`src/hdl/vcgf_params.svh`:
```
// Register indices, reset values and timing figures of the video control block
`ifndef VCGF_PARAMS_SVH
`define VCGF_PARAMS_SVH

// Register indices, byte address is four times the index
`define VCGF_IDX_GREEN_SYNC   6'h04
`define VCGF_IDX_INPUT_CFG    6'h05
`define VCGF_IDX_GAIN0        6'h06
`define VCGF_IDX_GAIN1        6'h07
`define VCGF_IDX_GAIN2        6'h08
`define VCGF_IDX_OFFS0        6'h09
`define VCGF_IDX_OFFS1        6'h0A
`define VCGF_IDX_OFFS2        6'h0B
`define VCGF_IDX_CLAMP_SRC    6'h13
`define VCGF_IDX_START_HI     6'h14
`define VCGF_IDX_START_LO     6'h15
`define VCGF_IDX_CLAMP_WIDTH  6'h16
`define VCGF_IDX_BLACK_CTRL   6'h17
`define VCGF_IDX_OUT_FORMAT   6'h18
`define VCGF_IDX_CLAMP_SET    6'h23
`define VCGF_IDX_STATUS       6'h30
`define VCGF_IDX_APPLIED0     6'h31

// Field positions
`define VCGF_CFG_DC_COUPLE    1
`define VCGF_CFG_YUV          2
`define VCGF_CFG_COAST_CLAMP  5
`define VCGF_FMT_DECIMATE     4
`define VCGF_BLK_DISABLE      0

// Reset values
`define VCGF_RST_GREEN_SYNC   8'h00
`define VCGF_RST_INPUT_CFG    8'h00
`define VCGF_RST_GAIN         8'h55
`define VCGF_RST_OFFS         8'h80
`define VCGF_RST_CLAMP_SRC    8'h00
`define VCGF_RST_START_HI     8'h00
`define VCGF_RST_START_LO     8'h08
`define VCGF_RST_CLAMP_WIDTH  8'h10
`define VCGF_RST_BLACK_CTRL   8'h00
`define VCGF_RST_OUT_FORMAT   8'h00
`define VCGF_RST_CLAMP_SET    8'h08

// Codes
`define VCGF_MID_SCALE        10'h080
`define VCGF_UNITY_GAIN       8'h55

// Timing
`define VCGF_CLK_HZ           10000000
`define VCGF_GAIN_TMO_MS      100
`define VCGF_GAIN_TMO_CYC     ((`VCGF_GAIN_TMO_MS * `VCGF_CLK_HZ) / 1000)
`define VCGF_ACT_WIN_CYC      65536

`endif

```
`src/hdl/vcgf_pkg.sv`:
```
// Types shared by the video control block
package vcgf_pkg;

   typedef struct packed {
      logic [7:0] red;
      logic [7:0] green;
      logic [7:0] blue;
   } vcgf_pix_t;

   typedef enum logic [1:0] {
      CLAMP_IDLE = 2'b00,
      CLAMP_WAIT = 2'b01,
      CLAMP_ON   = 2'b10
   } vcgf_clamp_state_t;

endpackage

```
`src/hdl/vcgf_top.sv`:
```
// Gain, clamp timing, input format and output format control of a triple video digitizer
//
// Contract
// - Three independent 8-bit gain registers, consecutive
// - Gain is 0.5 plus code over 170
// - Offset 0x80 gives black code, chroma mid-scale
// - Separate offsets per red, green, blue
// - Config bit 2 selects YUV processing
// - YUV chroma black level at 0x80
// - No colour conversion, fixed channel mapping
// - Format bit 4 decimates to 4:2:2
// - Config bit 1 selects DC coupling
// - AC coupling: clamp once per line
// - Bit 5 zero suppresses clamp while coasting
// - Clamp starts at programmed pixel count
// - Clamp lasts width pixels then stops
// - Start may exceed active video length
// - Green sync threshold settings from register
// - Report activity of three sync sources
// - Gain applied on clamp pulse
// - Without clamp pulse, gain applied by 100ms
// - Black control bit 0 disables compensation
`include "vcgf_params.svh"

module vcgf_top #(
   parameter int GAIN_TMO_CYC = `VCGF_GAIN_TMO_CYC,
   parameter int ACT_WIN_CYC  = `VCGF_ACT_WIN_CYC
) (
   // Clock, reset, enable
   input  wire logic                CLK_SYS_IN,
   input  wire logic                ARST_N_IN,
   input  wire logic                CE_IN,
   // APB slave
   input  wire logic                PSEL_IN,
   input  wire logic                PENABLE_IN,
   input  wire logic                PWRITE_IN,
   input  wire logic [7:0]          PADDR_IN,
   input  wire logic [31:0]         PWDATA_IN,
   output logic      [31:0]         PRDATA_OUT,
   output logic                     PREADY_OUT,
   output logic                     PSLVERR_OUT,
   // Sync and timing inputs
   input  wire logic                HSYNC_IN,
   input  wire logic                VSYNC_IN,
   input  wire logic                GREEN_SYNC_IN,
   input  wire logic                COAST_IN,
   input  wire logic                EXT_CLAMP_IN,
   // Pixel stream in
   input  wire logic                PIX_EN_IN,
   input  wire logic                ACTIVE_IN,
   input  wire vcgf_pkg::vcgf_pix_t PIX_IN,
   // Pixel stream out
   output vcgf_pkg::vcgf_pix_t      PIX_OUT,
   output logic                     PIX_VALID_OUT,
   // Analog control
   output logic      [23:0]         GAIN_OUT,
   output logic      [23:0]         OFFSET_DAC_OUT,
   output logic                     CLAMP_OUT,
   output logic                     DC_COUPLE_OUT,
   output logic      [7:0]          GREEN_SYNC_CTRL_OUT,
   output logic      [2:0]          CLAMP_IMPED_OUT
);

   ////////////////////////////////////////////////////////////////////////////////
   // Register file
   logic [7:0]  green_sync_threshold_q;
   logic [7:0]  input_configuration_q;
   logic [7:0]  gain_setting_value_q [3];
   logic [7:0]  offset_q [3];
   logic [7:0]  clamp_source_select_q;
   logic [7:0]  clamp_start_pixel_high_q;
   logic [7:0]  clamp_start_pixel_low_q;
   logic [7:0]  clamp_width_pixels_q;
   logic [7:0]  black_ctrl_q;
   logic [7:0]  output_format_q;
   logic [7:0]  clamp_settings_q;
   logic [2:0]  activity_q;
   logic [5:0]  idx;
   logic        wr_en;
   logic        rd_hit;
   logic [7:0]  rd_val;

   assign idx   = PADDR_IN[7:2];
   assign wr_en = PSEL_IN & PENABLE_IN & PWRITE_IN & PREADY_OUT;

   always_comb
   begin
      rd_hit = 1'b1;
      rd_val = 8'h00;
      unique case (idx)
         `VCGF_IDX_GREEN_SYNC:  rd_val = green_sync_threshold_q;
         `VCGF_IDX_INPUT_CFG:   rd_val = input_configuration_q;
         `VCGF_IDX_GAIN0:       rd_val = gain_setting_value_q[0];
         `VCGF_IDX_GAIN1:       rd_val = gain_setting_value_q[1];
         `VCGF_IDX_GAIN2:       rd_val = gain_setting_value_q[2];
         `VCGF_IDX_OFFS0:       rd_val = offset_q[0];
         `VCGF_IDX_OFFS1:       rd_val = offset_q[1];
         `VCGF_IDX_OFFS2:       rd_val = offset_q[2];
         `VCGF_IDX_CLAMP_SRC:   rd_val = clamp_source_select_q;
         `VCGF_IDX_START_HI:    rd_val = clamp_start_pixel_high_q;
         `VCGF_IDX_START_LO:    rd_val = clamp_start_pixel_low_q;
         `VCGF_IDX_CLAMP_WIDTH: rd_val = clamp_width_pixels_q;
         `VCGF_IDX_BLACK_CTRL:  rd_val = black_ctrl_q;
         `VCGF_IDX_OUT_FORMAT:  rd_val = output_format_q;
         `VCGF_IDX_CLAMP_SET:   rd_val = clamp_settings_q;
         `VCGF_IDX_STATUS:      rd_val = {4'h0, CLAMP_OUT, activity_q};
         `VCGF_IDX_APPLIED0:    rd_val = GAIN_OUT[7:0];
         `VCGF_IDX_APPLIED0 + 6'h01: rd_val = GAIN_OUT[15:8];
         `VCGF_IDX_APPLIED0 + 6'h02: rd_val = GAIN_OUT[23:16];
         default:               rd_hit = 1'b0;
      endcase
   end

   // Three-cycle access: pready rises one edge into the access phase
   always_ff @(posedge CLK_SYS_IN or negedge ARST_N_IN)
   begin
      if (!ARST_N_IN)
      begin
         PREADY_OUT  <= 1'b0;
         PRDATA_OUT  <= 32'h0000_0000;
         PSLVERR_OUT <= 1'b0;
      end
      else if (CE_IN)
      begin
         if (PSEL_IN && PENABLE_IN && !PREADY_OUT)
         begin
            PREADY_OUT  <= 1'b1;
            PRDATA_OUT  <= PWRITE_IN ? 32'h0000_0000 : {24'h00_0000, rd_val};
            PSLVERR_OUT <= ~rd_hit;
         end
         else
         begin
            PREADY_OUT  <= 1'b0;
            PRDATA_OUT  <= 32'h0000_0000;
            PSLVERR_OUT <= 1'b0;
         end
      end
   end

   always_ff @(posedge CLK_SYS_IN or negedge ARST_N_IN)
   begin
      if (!ARST_N_IN)
      begin
         green_sync_threshold_q   <= `VCGF_RST_GREEN_SYNC;
         input_configuration_q    <= `VCGF_RST_INPUT_CFG;
         clamp_source_select_q    <= `VCGF_RST_CLAMP_SRC;
         clamp_start_pixel_high_q <= `VCGF_RST_START_HI;
         clamp_start_pixel_low_q  <= `VCGF_RST_START_LO;
         clamp_width_pixels_q     <= `VCGF_RST_CLAMP_WIDTH;
         black_ctrl_q             <= `VCGF_RST_BLACK_CTRL;
         output_format_q          <= `VCGF_RST_OUT_FORMAT;
         clamp_settings_q         <= `VCGF_RST_CLAMP_SET;
      end
      else if (CE_IN && wr_en)
      begin
         unique case (idx)
            `VCGF_IDX_GREEN_SYNC:  green_sync_threshold_q   <= PWDATA_IN[7:0];
            `VCGF_IDX_INPUT_CFG:   input_configuration_q    <= PWDATA_IN[7:0];
            `VCGF_IDX_CLAMP_SRC:   clamp_source_select_q    <= PWDATA_IN[7:0];
            `VCGF_IDX_START_HI:    clamp_start_pixel_high_q <= PWDATA_IN[7:0];
            `VCGF_IDX_START_LO:    clamp_start_pixel_low_q  <= PWDATA_IN[7:0];
            `VCGF_IDX_CLAMP_WIDTH: clamp_width_pixels_q     <= PWDATA_IN[7:0];
            `VCGF_IDX_BLACK_CTRL:  black_ctrl_q             <= PWDATA_IN[7:0];
            `VCGF_IDX_OUT_FORMAT:  output_format_q          <= PWDATA_IN[7:0];
            `VCGF_IDX_CLAMP_SET:   clamp_settings_q         <= PWDATA_IN[7:0];
            default:               ;
         endcase
      end
   end

   ////////////////////////////////////////////////////////////////////////////////
   // Sync edges and line clamp timing
   logic                         hsync_q;
   logic                         ext_clamp_q;
   logic                         hs_trail;
   logic                         ext_pulse;
   logic                         ext_clamp_sel;
   logic                         coast_allowed;
   logic [15:0]                  start_cnt;
   vcgf_pkg::vcgf_clamp_state_t  clamp_state_q;
   logic [15:0]                  pix_cnt_q;
   logic [7:0]                   width_cnt_q;
   logic                         line_coast_q;
   logic                         clamp_pulse_q;
   logic                         load_gain;
   logic [31:0]                  tmo_cnt_q;

   assign hs_trail      = hsync_q & ~HSYNC_IN;
   assign ext_pulse     = EXT_CLAMP_IN & ~ext_clamp_q;
   assign ext_clamp_sel = |clamp_source_select_q[5:4];
   assign coast_allowed = input_configuration_q[`VCGF_CFG_COAST_CLAMP];
   assign start_cnt     = {clamp_start_pixel_high_q, clamp_start_pixel_low_q};

   always_ff @(posedge CLK_SYS_IN or negedge ARST_N_IN)
   begin
      if (!ARST_N_IN)
      begin
         hsync_q     <= 1'b0;
         ext_clamp_q <= 1'b0;
      end
      else if (CE_IN)
      begin
         hsync_q     <= HSYNC_IN;
         ext_clamp_q <= EXT_CLAMP_IN;
      end
   end

   // Full 16-bit start lets the window land past active video, on the front porch
   always_ff @(posedge CLK_SYS_IN or negedge ARST_N_IN)
   begin
      if (!ARST_N_IN)
      begin
         clamp_state_q <= vcgf_pkg::CLAMP_IDLE;
         pix_cnt_q     <= 16'h0000;
         width_cnt_q   <= 8'h00;
         clamp_pulse_q <= 1'b0;
      end
      else if (CE_IN)
      begin
         clamp_pulse_q <= 1'b0;
         if (hs_trail)
         begin
            clamp_state_q <= vcgf_pkg::CLAMP_WAIT;
            pix_cnt_q     <= 16'h0000;
         end
         else if (PIX_EN_IN)
         begin
            unique case (clamp_state_q)
               vcgf_pkg::CLAMP_IDLE: ;
               vcgf_pkg::CLAMP_WAIT:
               begin
                  if (pix_cnt_q == start_cnt)
                  begin
                     clamp_pulse_q <= 1'b1;
                     width_cnt_q   <= 8'h00;
                     clamp_state_q <= (clamp_width_pixels_q == 8'h00) ?
                                      vcgf_pkg::CLAMP_IDLE : vcgf_pkg::CLAMP_ON;
                  end
                  else
                  begin
                     pix_cnt_q <= pix_cnt_q + 16'h0001;
                  end
               end
               vcgf_pkg::CLAMP_ON:
               begin
                  width_cnt_q <= width_cnt_q + 8'h01;
                  if (width_cnt_q == clamp_width_pixels_q - 8'h01)
                  begin
                     clamp_state_q <= vcgf_pkg::CLAMP_IDLE;
                  end
               end
               default: clamp_state_q <= vcgf_pkg::CLAMP_IDLE;
            endcase
         end
      end
   end

   // Coasting marks the line from its first coast cycle until the next trailing edge
   always_ff @(posedge CLK_SYS_IN or negedge ARST_N_IN)
   begin
      if (!ARST_N_IN)
      begin
         line_coast_q <= 1'b0;
      end
      else if (CE_IN)
      begin
         if (hs_trail)
         begin
            line_coast_q <= COAST_IN;
         end
         else if (COAST_IN)
         begin
            line_coast_q <= 1'b1;
         end
      end
   end

   always_ff @(posedge CLK_SYS_IN or negedge ARST_N_IN)
   begin
      if (!ARST_N_IN)
      begin
         CLAMP_OUT <= 1'b0;
      end
      else if (CE_IN)
      begin
         CLAMP_OUT <= !input_configuration_q[`VCGF_CFG_DC_COUPLE]
                      && !ext_clamp_sel
                      && !(line_coast_q && !coast_allowed)
                      && ((clamp_state_q == vcgf_pkg::CLAMP_ON
                           && !(PIX_EN_IN && width_cnt_q == clamp_width_pixels_q - 8'h01))
                          || (clamp_state_q == vcgf_pkg::CLAMP_WAIT && PIX_EN_IN
                              && pix_cnt_q == start_cnt
                              && clamp_width_pixels_q != 8'h00));
      end
   end

   ////////////////////////////////////////////////////////////////////////////////
   // Gain transfer to the amplifiers
   assign load_gain = (ext_clamp_sel ? ext_pulse : clamp_pulse_q)
                      || (tmo_cnt_q >= 32'(GAIN_TMO_CYC - 1));

   always_ff @(posedge CLK_SYS_IN or negedge ARST_N_IN)
   begin
      if (!ARST_N_IN)
      begin
         tmo_cnt_q <= 32'h0000_0000;
      end
      else if (CE_IN)
      begin
         tmo_cnt_q <= load_gain ? 32'h0000_0000 : tmo_cnt_q + 32'h0000_0001;
      end
   end

   ////////////////////////////////////////////////////////////////////////////////
   // Per-channel gain, offset and black level; index 0 red, 1 green, 2 blue
   logic [7:0] ch_in  [3];
   logic [7:0] ch_adj [3];
   logic       yuv;
   logic       blk_on;

   assign yuv      = input_configuration_q[`VCGF_CFG_YUV];
   assign blk_on   = !black_ctrl_q[`VCGF_BLK_DISABLE];
   assign ch_in[0] = PIX_IN.red;
   assign ch_in[1] = PIX_IN.green;
   assign ch_in[2] = PIX_IN.blue;

   genvar ch;
   generate
      for (ch = 0; ch < 3; ch++)
      begin : g_chan
         logic [9:0] sum;
         logic [9:0] mid;

         // Incoming codes are black-nulled; chroma black sits at mid-scale in YUV
         assign mid = (yuv && ch != 1) ? `VCGF_MID_SCALE : 10'h000;
         assign sum = {2'b00, ch_in[ch]} + {2'b00, offset_q[ch]} + mid
                      - `VCGF_MID_SCALE;
         // Saturate instead of wrapping so brightness shifts never fold over
         assign ch_adj[ch] = !blk_on ? ch_in[ch] :
                             sum[9] ? 8'h00 : (sum[8] ? 8'hFF : sum[7:0]);

         always_ff @(posedge CLK_SYS_IN or negedge ARST_N_IN)
         begin
            if (!ARST_N_IN)
            begin
               gain_setting_value_q[ch] <= `VCGF_RST_GAIN;
               offset_q[ch]             <= `VCGF_RST_OFFS;
            end
            else if (CE_IN && wr_en)
            begin
               if (idx == `VCGF_IDX_GAIN0 + 6'(ch))
               begin
                  gain_setting_value_q[ch] <= PWDATA_IN[7:0];
               end
               if (idx == `VCGF_IDX_OFFS0 + 6'(ch))
               begin
                  offset_q[ch] <= PWDATA_IN[7:0];
               end
            end
         end

         // Code drives the amplifier as 0.5 + code/170
         always_ff @(posedge CLK_SYS_IN or negedge ARST_N_IN)
         begin
            if (!ARST_N_IN)
            begin
               GAIN_OUT[8*ch +: 8]       <= `VCGF_UNITY_GAIN;
               OFFSET_DAC_OUT[8*ch +: 8] <= `VCGF_RST_OFFS;
            end
            else if (CE_IN)
            begin
               if (load_gain)
               begin
                  GAIN_OUT[8*ch +: 8] <= gain_setting_value_q[ch];
               end
               // Manual DAC follows offset only with compensation off
               OFFSET_DAC_OUT[8*ch +: 8] <= blk_on ? `VCGF_RST_OFFS : offset_q[ch];
            end
         end
      end
   endgenerate

   ////////////////////////////////////////////////////////////////////////////////
   // Output format
   logic active_q;
   logic odd_q;

   always_ff @(posedge CLK_SYS_IN or negedge ARST_N_IN)
   begin
      if (!ARST_N_IN)
      begin
         active_q <= 1'b0;
         odd_q    <= 1'b0;
      end
      else if (CE_IN && PIX_EN_IN)
      begin
         active_q <= ACTIVE_IN;
         if (ACTIVE_IN && !active_q)
         begin
            odd_q <= 1'b1;
         end
         else
         begin
            odd_q <= ~odd_q;
         end
      end
   end

   always_ff @(posedge CLK_SYS_IN or negedge ARST_N_IN)
   begin
      if (!ARST_N_IN)
      begin
         PIX_OUT       <= '0;
         PIX_VALID_OUT <= 1'b0;
      end
      else if (CE_IN)
      begin
         PIX_VALID_OUT <= PIX_EN_IN;
         if (PIX_EN_IN)
         begin
            PIX_OUT.green <= ch_adj[1];
            if (output_format_q[`VCGF_FMT_DECIMATE])
            begin
               PIX_OUT.blue <= 8'h00;
               PIX_OUT.red  <= (ACTIVE_IN && !active_q) || !odd_q ?
                               ch_adj[2] : ch_adj[0];
            end
            else
            begin
               PIX_OUT.blue <= ch_adj[2];
               PIX_OUT.red  <= ch_adj[0];
            end
         end
      end
   end

   ////////////////////////////////////////////////////////////////////////////////
   // Sync source activity: edge seen within the last window
   logic [2:0]  src_in;
   logic [2:0]  src_q;
   logic [2:0]  seen_q;
   logic [31:0] win_cnt_q;
   logic        win_end;

   assign src_in  = {GREEN_SYNC_IN, VSYNC_IN, HSYNC_IN};
   assign win_end = win_cnt_q >= 32'(ACT_WIN_CYC - 1);

   always_ff @(posedge CLK_SYS_IN or negedge ARST_N_IN)
   begin
      if (!ARST_N_IN)
      begin
         win_cnt_q <= 32'h0000_0000;
      end
      else if (CE_IN)
      begin
         win_cnt_q <= win_end ? 32'h0000_0000 : win_cnt_q + 32'h0000_0001;
      end
   end

   genvar s;
   generate
      for (s = 0; s < 3; s++)
      begin : g_act
         always_ff @(posedge CLK_SYS_IN or negedge ARST_N_IN)
         begin
            if (!ARST_N_IN)
            begin
               src_q[s]      <= 1'b0;
               seen_q[s]     <= 1'b0;
               activity_q[s] <= 1'b0;
            end
            else if (CE_IN)
            begin
               src_q[s] <= src_in[s];
               if (win_end)
               begin
                  activity_q[s] <= seen_q[s] | (src_q[s] ^ src_in[s]);
                  seen_q[s]     <= 1'b0;
               end
               else if (src_q[s] ^ src_in[s])
               begin
                  seen_q[s] <= 1'b1;
               end
            end
         end
      end
   endgenerate

   ////////////////////////////////////////////////////////////////////////////////
   // Analog control outputs
   always_ff @(posedge CLK_SYS_IN or negedge ARST_N_IN)
   begin
      if (!ARST_N_IN)
      begin
         DC_COUPLE_OUT       <= 1'b0;
         GREEN_SYNC_CTRL_OUT <= `VCGF_RST_GREEN_SYNC;
         CLAMP_IMPED_OUT     <= 3'h0;
      end
      else if (CE_IN)
      begin
         DC_COUPLE_OUT       <= input_configuration_q[`VCGF_CFG_DC_COUPLE];
         GREEN_SYNC_CTRL_OUT <= green_sync_threshold_q;
         CLAMP_IMPED_OUT     <= clamp_settings_q[6:4];
      end
   end

endmodule // vcgf_top

```
`config.mk`:
```
export PLATFORM = sky130hd
export DESIGN_NAME = vcgf_top
export DESIGN_NICKNAME = d
export VERILOG_FILES = /design/src/hdl/vcgf_pkg.sv /design/src/hdl/vcgf_top.sv
export VERILOG_INCLUDE_DIRS = /design/src /design/src/hdl
export SDC_FILE = /design/constraint.sdc
export NUM_CORES = 1
export LEC_CHECK = 0
export ABC_AREA = 0
export BUFFER_PORTS_ARGS = -buffer_cell sky130_fd_sc_hd__buf_2
export CORE_ASPECT_RATIO = 1.4
export CORE_MARGIN = 2
export CORE_UTILIZATION = 53
export CTS_CLUSTER_DIAMETER = 50
export DETAILED_ROUTE_END_ITERATION = 8
export PLACE_DENSITY_LB_ADDON = 0.2
export SLEW_MARGIN = 20
export SYNTH_ARGS = -nofsm -noshare
export SYNTH_HDL_FRONTEND = slang
export SYNTH_SLANG_ARGS = --single-unit
```
`constraint.sdc`:
```
create_clock -name CLK_SYS_IN -period 3 [get_ports CLK_SYS_IN]
set_input_delay 0.3 -clock CLK_SYS_IN [delete_from_list [all_inputs] [get_ports CLK_SYS_IN]]
set_output_delay 0.3 -clock CLK_SYS_IN [all_outputs]
set_load 0.01 [all_outputs]
```
Word level (Yosys, flattened, before mapping)
Index checks and enable logic that the tools add are counted.
- register bits: 344
- word-level logic and storage cells: 222
- output and inout port bits: 120
- input bits: 77
- magnitude comparators: 2
- muxes and demuxes: 50
- add/sub/neg operators: 13
- equality and inequality tests: 28
- bitwise gates (word level): 16
- reduce and logical (&&, ||, !) cells: 62
- operators by type and width (cell ; number):
    $mux 8 ; 19
    $pmux 8 s19 ; 1
    $add 32x1->32 const B ; 2
    $mux 16 ; 4
    $mux 32 ; 2
    $reduce_and 2->1 ; 22
    $eq 6x5->1 const B ; 6
    $ge 32x16->1 const B ; 1
    $ge 32x20->1 const B ; 1
    $eq 6x6->1 const B ; 5
    $add 8x8->9 ; 3
    $eq 6x3->1 const B ; 4
    $eq 6x4->1 const B ; 4
    $sub 10x8->10 const B ; 2
    $reduce_or 19->1 ; 1
    $mux 1 ; 17
    $add 16x1->16 const B ; 1
    $eq 16x16->1 ; 1
    $pmux 8 s2 ; 1
    $logic_and 1x1->1 ; 14
    $reduce_bool 2->1 ; 7
    $add 9x10->10 ; 1
    $add 9x8->10 ; 1
    $mux 2 ; 5
    other kinds (22) ; 46

Longest topological paths before layout
Gate-level depths: netlist of run 1.
- depth in word-level cells: 8
- depth in mapped cells: 12
- gate-level depth less buffers: 11

Least setup slack after synthesis of run 1
OpenSTA, ideal clock, no wires.
- path type: register to register
- start: register input_configuration_q[2]
- end: register PIX_OUT[23] (netlist bit)
- arrival: 2.838 ns
- stages on the path, launching flop included: 13
- required time: 2.854 ns
- slack: 0.017 ns
- path buffers: 1
- cell sequence: dfrtp_1 > inv_1 > ha_1 > inv_1 > fa_1 > ha_1 > clkbuf_1 > nor2b_1 > o311a_1 > a211oi_1 > o2111ai_1 > a31oi_1 > a211oi_1
- word-level cells in the longest chain between the ends: 8
- RTL lines (what ; line ; text):
    start: declaration ; vcgf_top.sv:67 ; logic [7:0] input_configuration_q;
    start signal: assignment ; vcgf_top.sv:145 ; input_configuration_q <= `VCGF_RST_INPUT_CFG;
    start signal: assignment ; vcgf_top.sv:158 ; `VCGF_IDX_INPUT_CFG: input_configuration_q <= PWDATA_IN[7:0];
    $mux 8 (*) ; vcgf_top.sv:335 ; assign mid = (yuv && ch != 1) ? `VCGF_MID_SCALE : 10'h000;
    $add 9x10->10 / $add 9x8->10 (equally long branches) ; vcgf_top.sv:336 ; assign sum = {2'b00, ch_in[ch]} + {2'b00, offset_q[ch]} + mid
    $sub 10x8->10 (no source line) ; -- ;
    $mux 8 (2 in a row) ; vcgf_top.sv:340 ; sum[9] ? 8'h00 : (sum[8] ? 8'hFF : sum[7:0]);
    $mux 8 ; vcgf_top.sv:339 ; assign ch_adj[ch] = !blk_on ? ch_in[ch] :
    $mux 8 ; vcgf_top.sv:425 ; PIX_OUT.red <= (ACTIVE_IN && !active_q) || !odd_q ?
    $mux 8 (*) ; vcgf_top.sv:422 ; if (output_format_q[`VCGF_FMT_DECIMATE])
    end: declaration ; vcgf_top.sv:53 ; output vcgf_pkg::vcgf_pix_t PIX_OUT,
Every way passes the cells marked *; elsewhere a longest branch is shown, timed or not.
A chain may end at the register's enable or synchronous reset.

Worst setup path after layout of run 1
- start: register input_configuration_q[2]
- end: register PIX_OUT[22] (netlist bit)
Same word-level chain as after synthesis.

==> results.sh, run 1 <==
export IMPL_htree_levels=2
export IMPL_rr_startpoint="input_configuration_q[2]"
export IMPL_pin_count=197
export IMPL_fin_crit_ns=2.916
export IMPL_synthFlopType="dfrtp_1"
export IMPL_async_reset_ff_frac=1.000
export IMPL_final_layout_size_suffix_gt1_frac=0.2824
export IMPL_regArea_sq_um=8049
export IMPL_final_max_slew_viol_count=0
export IMPL_fin_skew_ns=0.01633
export IMPL_drc=0
export IMPL_synth_seq_cells=320
export IMPL_grt_max_degree=90
export IMPL_wl_microns=46510
export IMPL_grt_overflow_total=0
export IMPL_io_buffers=146
export IMPL_fillers=2625
export IMPL_synth_top_cell_area_share=0.4250
export IMPL_start_kind="flip-flop"
export IMPL_yosys_top_cells_area="dfrtp_1 (42%), mux2_2 (9.5%), dfstp_2 (5.1%)"
export IMPL_cap_violations=0
export IMPL_synthCells=1604
export IMPL_hp_class="input port to flip-flop"
export IMPL_tightest_slew_ns=0.7591
export IMPL_die_area_sq_um=33350
export IMPL_clock_fmax_ghz=0.3429
export IMPL_finalCritPeriodShare=0.9722
export IMPL_grt_use_total=0.2814
export IMPL_yosys_area_top_type="dfrtp_1"
export IMPL_r2r_cells=13
export IMPL_cts_sinks=320
export IMPL_syn_to_final_growth_pct=16.82
export IMPL_holdPathEnd="src_q[1]"
export IMPL_slew_headroom=0.4940
export IMPL_cts_tree="yes"
export IMPL_avgSynthCellArea_sq_um=10.54
export IMPL_p_leak_nw=9.622
export IMPL_dp_slack_ns=-0.5258
export IMPL_antenna_found_initial=3
export IMPL_grt_pass1_wl_microns=73750
export IMPL_die_x_microns=154.9
export IMPL_synth_cell_types=83
export IMPL_drt_iter0_drc=926
export IMPL_synth_edf_count=0
export IMPL_cts_clk_slew_worst_paths_ns=0.06
export IMPL_hpwl_microns=33600
export IMPL_coreArea_sq_um=31500
export IMPL_vias=13160
export IMPL_arrival_ns=3.34
export IMPL_syn_cell_area_sq_um=16900
export IMPL_first_global_vias=13490
export IMPL_drt_pre_antenna_iters=6
export IMPL_fin_nets=1937
export IMPL_place_gp_congestion=0.9306
export IMPL_cts_root_buf="clkbuf_16"
export IMPL_fin_ws_ns=0.08351
export IMPL_clock_path_buffers=3
export IMPL_p_per_area_nw_per_um2=528.7
export IMPL_yosysSeqAreaShare=0.4763
export IMPL_row_count=77
export IMPL_initial_core_util=0.5364
export IMPL_worstPathMaxFanout=7
export IMPL_holdPathStages=2
export IMPL_min_from="VSYNC_IN"
export IMPL_endpoint_kind="flip-flop"
export IMPL_yosysWarningCount=0
export IMPL_timing_hold_ws_ns=0.03943
export IMPL_outcome="completed"
export IMPL_final_common_cell="dfrtp_1"
export IMPL_worstSetupPathType="flip-flop to flip-flop"
export IMPL_multi_input_comb_area_sq_um=8279
export IMPL_fp_dieH_microns=215.3
export IMPL_timing_rr_end="PIX_OUT[22]"
export IMPL_final_hold_viol_count=0
export IMPL_crit_required_ns=3.43
export IMPL_drtAntennaViolNets=0
export IMPL_finalSetupViolCount=0
export IMPL_max_vdd_ir_drop_mv=0.5420
export IMPL_cts_buffers=35
export IMPL_r2r_slack_ns=0.08
export IMPL_layout_common_cells="dfrtp_1 (287), buf_2 (144), mux2_2 (143), nor2_1 (118), buf_4 (85)"
export IMPL_viasPerCell=5.957
export IMPL_wl_per_cell_microns=21.05
export IMPL_clk_latency_ns=0.53
## Yosys cell counts (all sizes together), types with 5 or more instances
library cell	n
xor2	45
and3	20
nor4b	5
or3	14
mux2	163
nor3	20
nor4	17
nand4	20
a221oi	7
nor2b	29
dfrtp	287
dfstp	33
buf	52
o21ai	88
clkbuf	59
inv	76
and2	22
xnor2	28
nand2b	15
nand2	83
a22oi	44
mux2i	14
a211oi	15
nand3	56
o31ai	9
and4	9
o21a	6
a21oi	62
o2bb2ai	9
fa	5
a31oi	23
nor2	120
ha	67
a22o	10
a32oi	10
## stage by stage
step	total power (W)	util	cell area, sq um	setup TNS [ns]	instances
after global routing	0.01085	0.6266	19740	-0.1170	2209
after detailed placement	0.005997	0.5827	18360	-5.516	2140
after global placement	0.005952	0.5827	18360	-4.354	2140
after CTS	0.01050	0.6221	19600	0	2206
after floorplan	0.005506	-	16990	0	1627
final	0.01044	0.6267	19740	0	2210
## sequential cells by signal (all words and copies together), names as in the netlist, 3 cells and up
register and flops:
CLAMP_IMPED_OUT 3, GAIN_OUT 24, GREEN_SYNC_CTRL_OUT 8, OFFSET_DAC_OUT 24
PIX_OUT 24, PRDATA_OUT 8, activity_q 3, black_ctrl_q 8
clamp_settings_q 8, clamp_source_select_q 8, clamp_start_pixel_high_q 8, clamp_start_pixel_low_q 8
clamp_width_pixels_q 8, gain_setting_value_q 24, green_sync_threshold_q 8, input_configuration_q 8
offset_q 24, output_format_q 8, pix_cnt_q 16, seen_q 3
src_q 3, tmo_cnt_q 32, width_cnt_q 8, win_cnt_q 32
## power by group
part / switching, W / internal [W] / total [W] / leakage (nW)
registers: 0.000218 / 0.00454 / 0.00476 / 4.20
clock network: 0.00180 / 0.00269 / 0.00450 / 0.586
logic: 0.000717 / 0.000465 / 0.00118 / 4.83
## worst max-delay path, cell delays in order, from the launching register on
cell,delay [ns]
dfrtp_1,0.36
inv_2,0.05
ha_1,0.28
inv_1,0.05
fa_1,0.54
ha_4,0.23
buf_4,0.16
o21ai_0,0.07
nand2b_1,0.10
a31oi_1,0.17
xor2_1,0.25
buf_4,0.22
a31oi_1,0.11
a211oi_1,0.24
## how the worst max path moves through the flow
stage	startpoint	endpoint	slack, ns	cells after the start
5_1_grt	input_configuration_q[2]	PIX_OUT[23]	-0.03	13
2_1_floorplan	input_configuration_q[2]	PIX_OUT[23]	0.02	12
4_1_cts	input_configuration_q[2]	PIX_OUT[23]	0.002	13
6_report	input_configuration_q[2]	PIX_OUT[22]	0.08	13
3_3_place_gp	PIX_IN[2]	PIX_OUT[23]	-0.46	13
3_5_place_dp	PIX_IN[2]	PIX_OUT[7]	-0.53	13
## cell type report
type / instances / area share
multi-input combinational: 1120 / 0.4194
sequential: 320 / 0.4077
timing repair buffer: 235 / 0.07313
clock buffer: 44 / 0.04810
tap: 395 / 0.02503
inverter: 76 / 0.01445
clock inverter: 18 / 0.01198
antenna: 2 / 0.0002535
## kinds of logic (layout without fill, tap and decap cells)
| kind of cell | Yosys count | after routing | synth area share |
|---|---|---|---|
| xor+xnor | 73 | 73 | 0.03783 |
| other cells | 1 | 26 | 0.0002219 |
| compound gates | 326 | 326 | 0.1281 |
| flops | 320 | 320 | 0.4763 |
| fa+ha+maj | 73 | 73 | 0.05612 |
| simple gates | 447 | 447 | 0.1362 |
| buf+inv | 187 | 373 | 0.04842 |
| mux | 177 | 177 | 0.1169 |
## metal layers
layer | vias to the layer above | global-route usage | part of all wire
li1 | 6079 | - | -
met1 | 6557 | 0.3458 | 0.40
met2 | 411 | 0.4796 | 0.49
met3 | 113 | 0.05324 | 0.058
met4 | 4 | 0.1281 | 0.046
met5 | - | 0 | 0.00064
## what timing repair did
item                       CTS  global route
gates resized for setup      3            28
hold buffers                 3             0
setup endpoints to repair   15            16
pin swaps                    6            16
setup buffers                1             2
hold endpoints to repair    67             0
Note: power is estimated with default switching activity, not from simulation.
==> run 2, diff against run 1 <==
REMOVE_ABC_BUFFERS = 1   (was unset)
==> run 2 against run 1 <==
Setup slack better by 0.046 ns. Clock power is 3% lower. Critical endpoint is now PIX_OUT[19]. Sequential power hardly changed. Critical path depth is 1 lower. Worst hold slack worse by 0.018 ns. Sequential share of layout area is 0.42 points higher. Largest power group unchanged.
==> results.sh, run 2 (synthesis gave the netlist of run 1 again) <==
export IMPL_outcome="completed"
export IMPL_row_count=77
export IMPL_placed_cells=2126
export IMPL_finalCritPeriodShare=0.9569
export IMPL_viasPerCell=6.025
export IMPL_antenna_found_initial=1
export IMPL_fin_nets=1917
export IMPL_drt_pre_antenna_iters=5
export IMPL_final_layout_size_suffix_gt1_frac=0.2716
export IMPL_fin_crit_ns=2.871
export IMPL_p_per_area_nw_per_um2=525.2
export IMPL_drc=0
export IMPL_fin_ws_ns=0.1294
export IMPL_final_common_cell="dfrtp_1"
export IMPL_htree_levels=2
export IMPL_hp_class="input port to flip-flop"
export IMPL_drtAntennaViolNets=0
export IMPL_arrival_ns=3.30
export IMPL_worstSetupPathType="flip-flop to flip-flop"
export IMPL_coreArea_sq_um=31500
export IMPL_worstPathMaxFanout=7
export IMPL_slew_headroom=0.4487
export IMPL_die_area_sq_um=33350
export IMPL_max_vdd_ir_drop_mv=0.5449
export IMPL_endpoint_kind="flip-flop"
export IMPL_r2r_cells=12
export IMPL_fp_dieH_microns=215.3
export IMPL_cts_root_buf="clkbuf_16"
export IMPL_first_global_vias=12900
export IMPL_syn_to_final_growth_pct=15.66
export IMPL_rsz0062_at_grt="true"
export IMPL_grt_use_total=0.2734
export IMPL_wl_per_cell_microns=20.71
export IMPL_tightest_slew_ns=0.8252
export IMPL_placed_area_sq_um=18280
export IMPL_io_buffers=146
export IMPL_grt_max_degree=112
export IMPL_vias=13180
export IMPL_clock_path_buffers=3
export IMPL_postCtsSetupRepairBufs=0
export IMPL_wl_microns=45310
export IMPL_die_x_microns=154.9
export IMPL_cts_sinks=320
export IMPL_diodes=0
export IMPL_largestRegisters="tmo_cnt_q x32, win_cnt_q x32"
export IMPL_finalSetupViolCount=0
export IMPL_pin_count=197
export IMPL_drt_iter0_drc=870
export IMPL_holdPathStages=2
export IMPL_grt_pass1_wl_microns=71530
export IMPL_cts_buffers=34
export IMPL_cts_clk_slew_worst_paths_ns=0.06
export IMPL_instances_no_fill=2188
export IMPL_final_max_slew_viol_count=0
export IMPL_hpwl_microns=32690
export IMPL_layout_common_cells="dfrtp_1 (286), buf_2 (144), mux2_2 (143), nor2_1 (118), nand2_1 (83)"
export IMPL_grt_overflow_total=0
export IMPL_p_leak_nw=9.518
export IMPL_start_kind="flip-flop"
export IMPL_place_gp_congestion=0.9189
export IMPL_crit_required_ns=3.43
export IMPL_cts_tree="yes"
export IMPL_clock_fmax_ghz=0.3484
export IMPL_dp_slack_ns=-0.03503
export IMPL_cap_violations=0
export IMPL_final_area_sq_um=19550
export IMPL_clk_latency_ns=0.53
export IMPL_initial_core_util=0.5364
export IMPL_final_hold_viol_count=0
export IMPL_fin_skew_ns=0.02482
## run 2: cell type report
class | instances | area [sq um]
Tap cell | 395 | 494.2
Inverter | 76 | 285.3
Timing Repair Buffer | 216 | 1321
Clock buffer | 48 | 994.7
Sequential cell | 320 | 8050
Multi-Input combinational cell | 1120 | 8245
Clock inverter | 13 | 155.1
Fill cell | 2581 | 11960
## run 2: where the power goes
group / internal (W) / total [W] / leakage, nW / switching, W
Combinational: 0.000446 / 0.00116 / 4.74 / 0.000716
Clock: 0.00259 / 0.00435 / 0.572 / 0.00176
Sequential: 0.00454 / 0.00476 / 4.20 / 0.000215
Total: 0.00757 / 0.0103 / 9.52 / 0.00269
## run 2: metal layers
| layer | GRT usage | routed length (microns) |
|---|---|---|
| met5 | 0 | 0 |
| met4 | 0.1083 | 1797 |
| met3 | 0.03630 | 2385 |
| met2 | 0.4650 | 22530 |
| met1 | 0.3538 | 18600 |
## run 2: critical path, cell delays in order, from the launching register on
cell and delay (ns):
dfrtp_1 0.38, inv_1 0.10, ha_1 0.23, inv_1 0.06
fa_1 0.45, ha_4 0.27, or3b_2 0.44, nand3_1 0.09
a211oi_2 0.04, buf_4 0.17, a21oi_1 0.17, a22oi_1 0.13
a211oi_1 0.24
## run 2: stage by stage
| stage | total power (W) | util | setup TNS [ns] | hold slack (ns) |
|---|---|---|---|---|
| floorplan | 0.005436 | - | -13.22 | 0.004409 |
| global placement | 0.005936 | 0.5802 | 0 | 0.2073 |
| detailed placement | 0.005982 | 0.5802 | -0.04567 | 0.2064 |
| CTS | 0.01034 | 0.6172 | 0 | 0.009704 |
| global route | 0.01070 | 0.6204 | -0.05714 | 0.02324 |
| finish | 0.01027 | 0.6204 | 0 | 0.02163 |
## run 2: final timing paths
path                                          start                        end  slack, ns
max                        input_configuration_q[2]                PIX_OUT[19]       0.13
min                                        COAST_IN               line_coast_q       0.02
max reg2reg                input_configuration_q[2]                PIX_OUT[19]       0.13
min reg2reg                      OFFSET_DAC_OUT[23]         OFFSET_DAC_OUT[23]       0.47
max in group asynchronous                 ARST_N_IN               tmo_cnt_q[0]       1.79
min in group asynchronous                 ARST_N_IN  green_sync_threshold_q[5]       0.25
## run 2: repair_timing
item                       CTS  global route
hold endpoints to repair    38             0
hold buffers                 1             0
gates cloned                 0             0
gates resized for setup      1            21
setup endpoints to repair    1            16
pin swaps                    0            16
==> run 3, diff against run 2 <==
PLACE_DENSITY_LB_ADDON = 0.08   (was 0.2)
==> run 3 against run 2 <==
First-iteration DRC count fell by 5.6%. Setup slack got worse by 0.018 ns. Sequential power barely moved. Combinational power barely moved. Total power rose by 1.8%. Count of clock-buffer cells in the layout rose by 6. Sequential share of layout area fell by 0.27 points. Flip-flop and latch count did not move. Via count rose by 0.20%. Non-clock buffer count rose by 8. Critical path depth fell by 2. Critical path type unchanged. Critical endpoint is now PIX_OUT[18]. Largest power group unchanged.
==> results.sh, run 3 (synthesis gave the netlist of run 1 again) <==
export IMPL_final_layout_size_suffix_gt1_frac=0.2769
export IMPL_hpwl_microns=33850
export IMPL_p_int_w=0.007690
export IMPL_largestRegisters="tmo_cnt_q x32, win_cnt_q x32"
export IMPL_cts_clk_slew_worst_paths_ns=0.07
export IMPL_timing_rr_end="PIX_OUT[18]"
export IMPL_drc=0
export IMPL_p_per_area_nw_per_um2=531.0
export IMPL_r2r_cells=10
export IMPL_slew_headroom=0.4881
export IMPL_first_global_vias=13430
export IMPL_p_total_w=0.01045
export IMPL_clock_path_buffers=3
export IMPL_final_hold_viol_count=0
export IMPL_cts_root_buf="clkbuf_16"
export IMPL_max_vdd_ir_drop_mv=0.5185
export IMPL_row_count=77
export IMPL_tightest_slew_ns=0.7674
export IMPL_cpMostUsedCell="ha_1"
export IMPL_endpoint_kind="flip-flop"
export IMPL_final_common_cell="dfrtp_1"
export IMPL_rr_startpoint="offset_q[20]"
export IMPL_p_leak_nw=9.586
export IMPL_switchingPower_w=0.002760
export IMPL_crit_required_ns=3.38
export IMPL_io_buffers=146
export IMPL_pin_count=197
export IMPL_grt_pass1_wl_microns=74710
export IMPL_initial_core_util=0.5364
export IMPL_worstPathMaxFanout=7
export IMPL_startpoint="offset_q[20]"
export IMPL_drt_pre_antenna_iters=5
export IMPL_die_x_microns=154.9
export IMPL_cap_violations=0
export IMPL_hp_class="input port to flip-flop"
export IMPL_cts_tree="yes"
export IMPL_max_stage_delay_ns=0.44
export IMPL_viasPerCell=5.999
export IMPL_fin_nets=1927
export IMPL_p_seq_frac=0.456
export IMPL_wl_microns=46860
export IMPL_finalCritPeriodShare=0.9630
export IMPL_placed_area_sq_um=18320
export IMPL_drtAntennaViolNets=0
export IMPL_cts_buffers=36
export IMPL_grt_max_degree=90
export IMPL_drt_iter0_drc=821
export IMPL_cp_cell_sequence="ha_1, ha_1, ha_1, nor2b_2, o311a_1, a211oi_2, buf_4, nand2b_1, a31oi_1, a211oi_1"
export IMPL_arrival_ns=3.26
export IMPL_clkPwrFrac=0.434
export IMPL_coreArea_sq_um=31500
export IMPL_vias=13210
export IMPL_syn_to_final_growth_pct=16.45
export IMPL_r2r_slack_ns=0.11
export IMPL_clock_fmax_ghz=0.3462
export IMPL_finalSetupViolCount=0
export IMPL_layout_common_cells="dfrtp_1 (285), buf_2 (144), mux2_2 (143), nor2_1 (118), nand2_1 (83)"
export IMPL_grt_overflow_total=0
export IMPL_antenna_found_initial=1
export IMPL_htree_levels=2
export IMPL_cp_slowest_cell="dfrtp_2"
export IMPL_fin_skew_ns=0.01447
export IMPL_p_sw_frac=0.2641
export IMPL_place_gp_congestion=0.8788
export IMPL_power_frac_comb=0.111
export IMPL_endpoint="PIX_OUT[18]"
export IMPL_wl_per_cell_microns=21.28
export IMPL_fin_crit_ns=2.889
export IMPL_start_kind="flip-flop"
export IMPL_grt_use_total=0.2841
export IMPL_die_area_sq_um=33350
export IMPL_final_max_slew_viol_count=0
export IMPL_clk_latency_ns=0.54
export IMPL_final_area_sq_um=19680
export IMPL_outcome="completed"
export IMPL_fin_setup_tns_ns=0
export IMPL_cts_sinks=320
export IMPL_worstSetupPathType="flip-flop to flip-flop"
export IMPL_fp_dieH_microns=215.3
-- run 3: final cells by class --
type / instances / area [sq um]
multi-input combinational: 1120 / 8259
antenna: 1 / 2.502
clock inverter: 12 / 128.9
clock buffer: 54 / 1090
sequential: 320 / 8051
inverter: 76 / 285.3
timing repair buffer: 224 / 1369
fill: 2631 / 11820
tap: 395 / 494.2
-- run 3: what timing repair did --
item | CTS | global route
endpoints found under the hold margin | 56 | 0
gates resized for setup | 5 | 20
setup endpoints to repair | 14 | 16
hold buffers | 1 | 0
setup buffers | 1 | 0
pin swaps | 1 | 12
-- run 3: power by group through the flow --
stage                     combinational [W]  clock (W)  sequential (W)
after floorplan                    0.000640          0         0.00480
after global placement              0.00112          0         0.00483
after detailed placement            0.00114          0         0.00484
after CTS                           0.00115    0.00458         0.00477
after global routing                0.00130    0.00477         0.00479
final                               0.00116    0.00453         0.00476
-- run 3: metrics by stage --
step | std cells | setup WS [ns] | utilization | hold slack, ns
detailed placement | 2133 | -0.3449 | 0.5815 | 0.3013
finish | 2202 | 0.1111 | 0.6247 | 0.002305
global placement | 2133 | -0.2708 | 0.5815 | 0.3039
global route | 2202 | -0.03737 | 0.6247 | 0.01792
CTS | 2201 | 0.03772 | 0.6215 | 0.0003522
floorplan | 1516 | -0.4236 | - | 0.004409
-- run 3: metal layers --
metal,up-vias,GRT usage,part of all wire
li1,6067,-,-
met1,6638,0.3630,0.41
met2,400,0.4865,0.50
met3,105,0.04275,0.053
met4,0,0.1083,0.038
met5,-,0,0
-- run 3: how the worst min path moves through the flow --
stage	startpoint	to	slack, ns	depth (start not counted)
floorplan	ARST_N_IN	CLAMP_IMPED_OUT[0]	0.004	0
global placement	ARST_N_IN	OFFSET_DAC_OUT[22]	0.30	1
detailed placement	ARST_N_IN	OFFSET_DAC_OUT[22]	0.30	1
CTS	COAST_IN	line_coast_q	0.0004	2
global route	COAST_IN	line_coast_q	0.02	2
finish	COAST_IN	line_coast_q	0.002	2
-- run 3: critical path, delay by kind of cell, from the launching register on --
kind / cells / cell delay, ns
buffers and inverters: 1 / 0.17
adders and majority gates: 3 / 0.96
AOI/OAI and AO/OA: 4 / 0.91
DFF: 1 / 0.44
and+or+nand+nor: 2 / 0.25
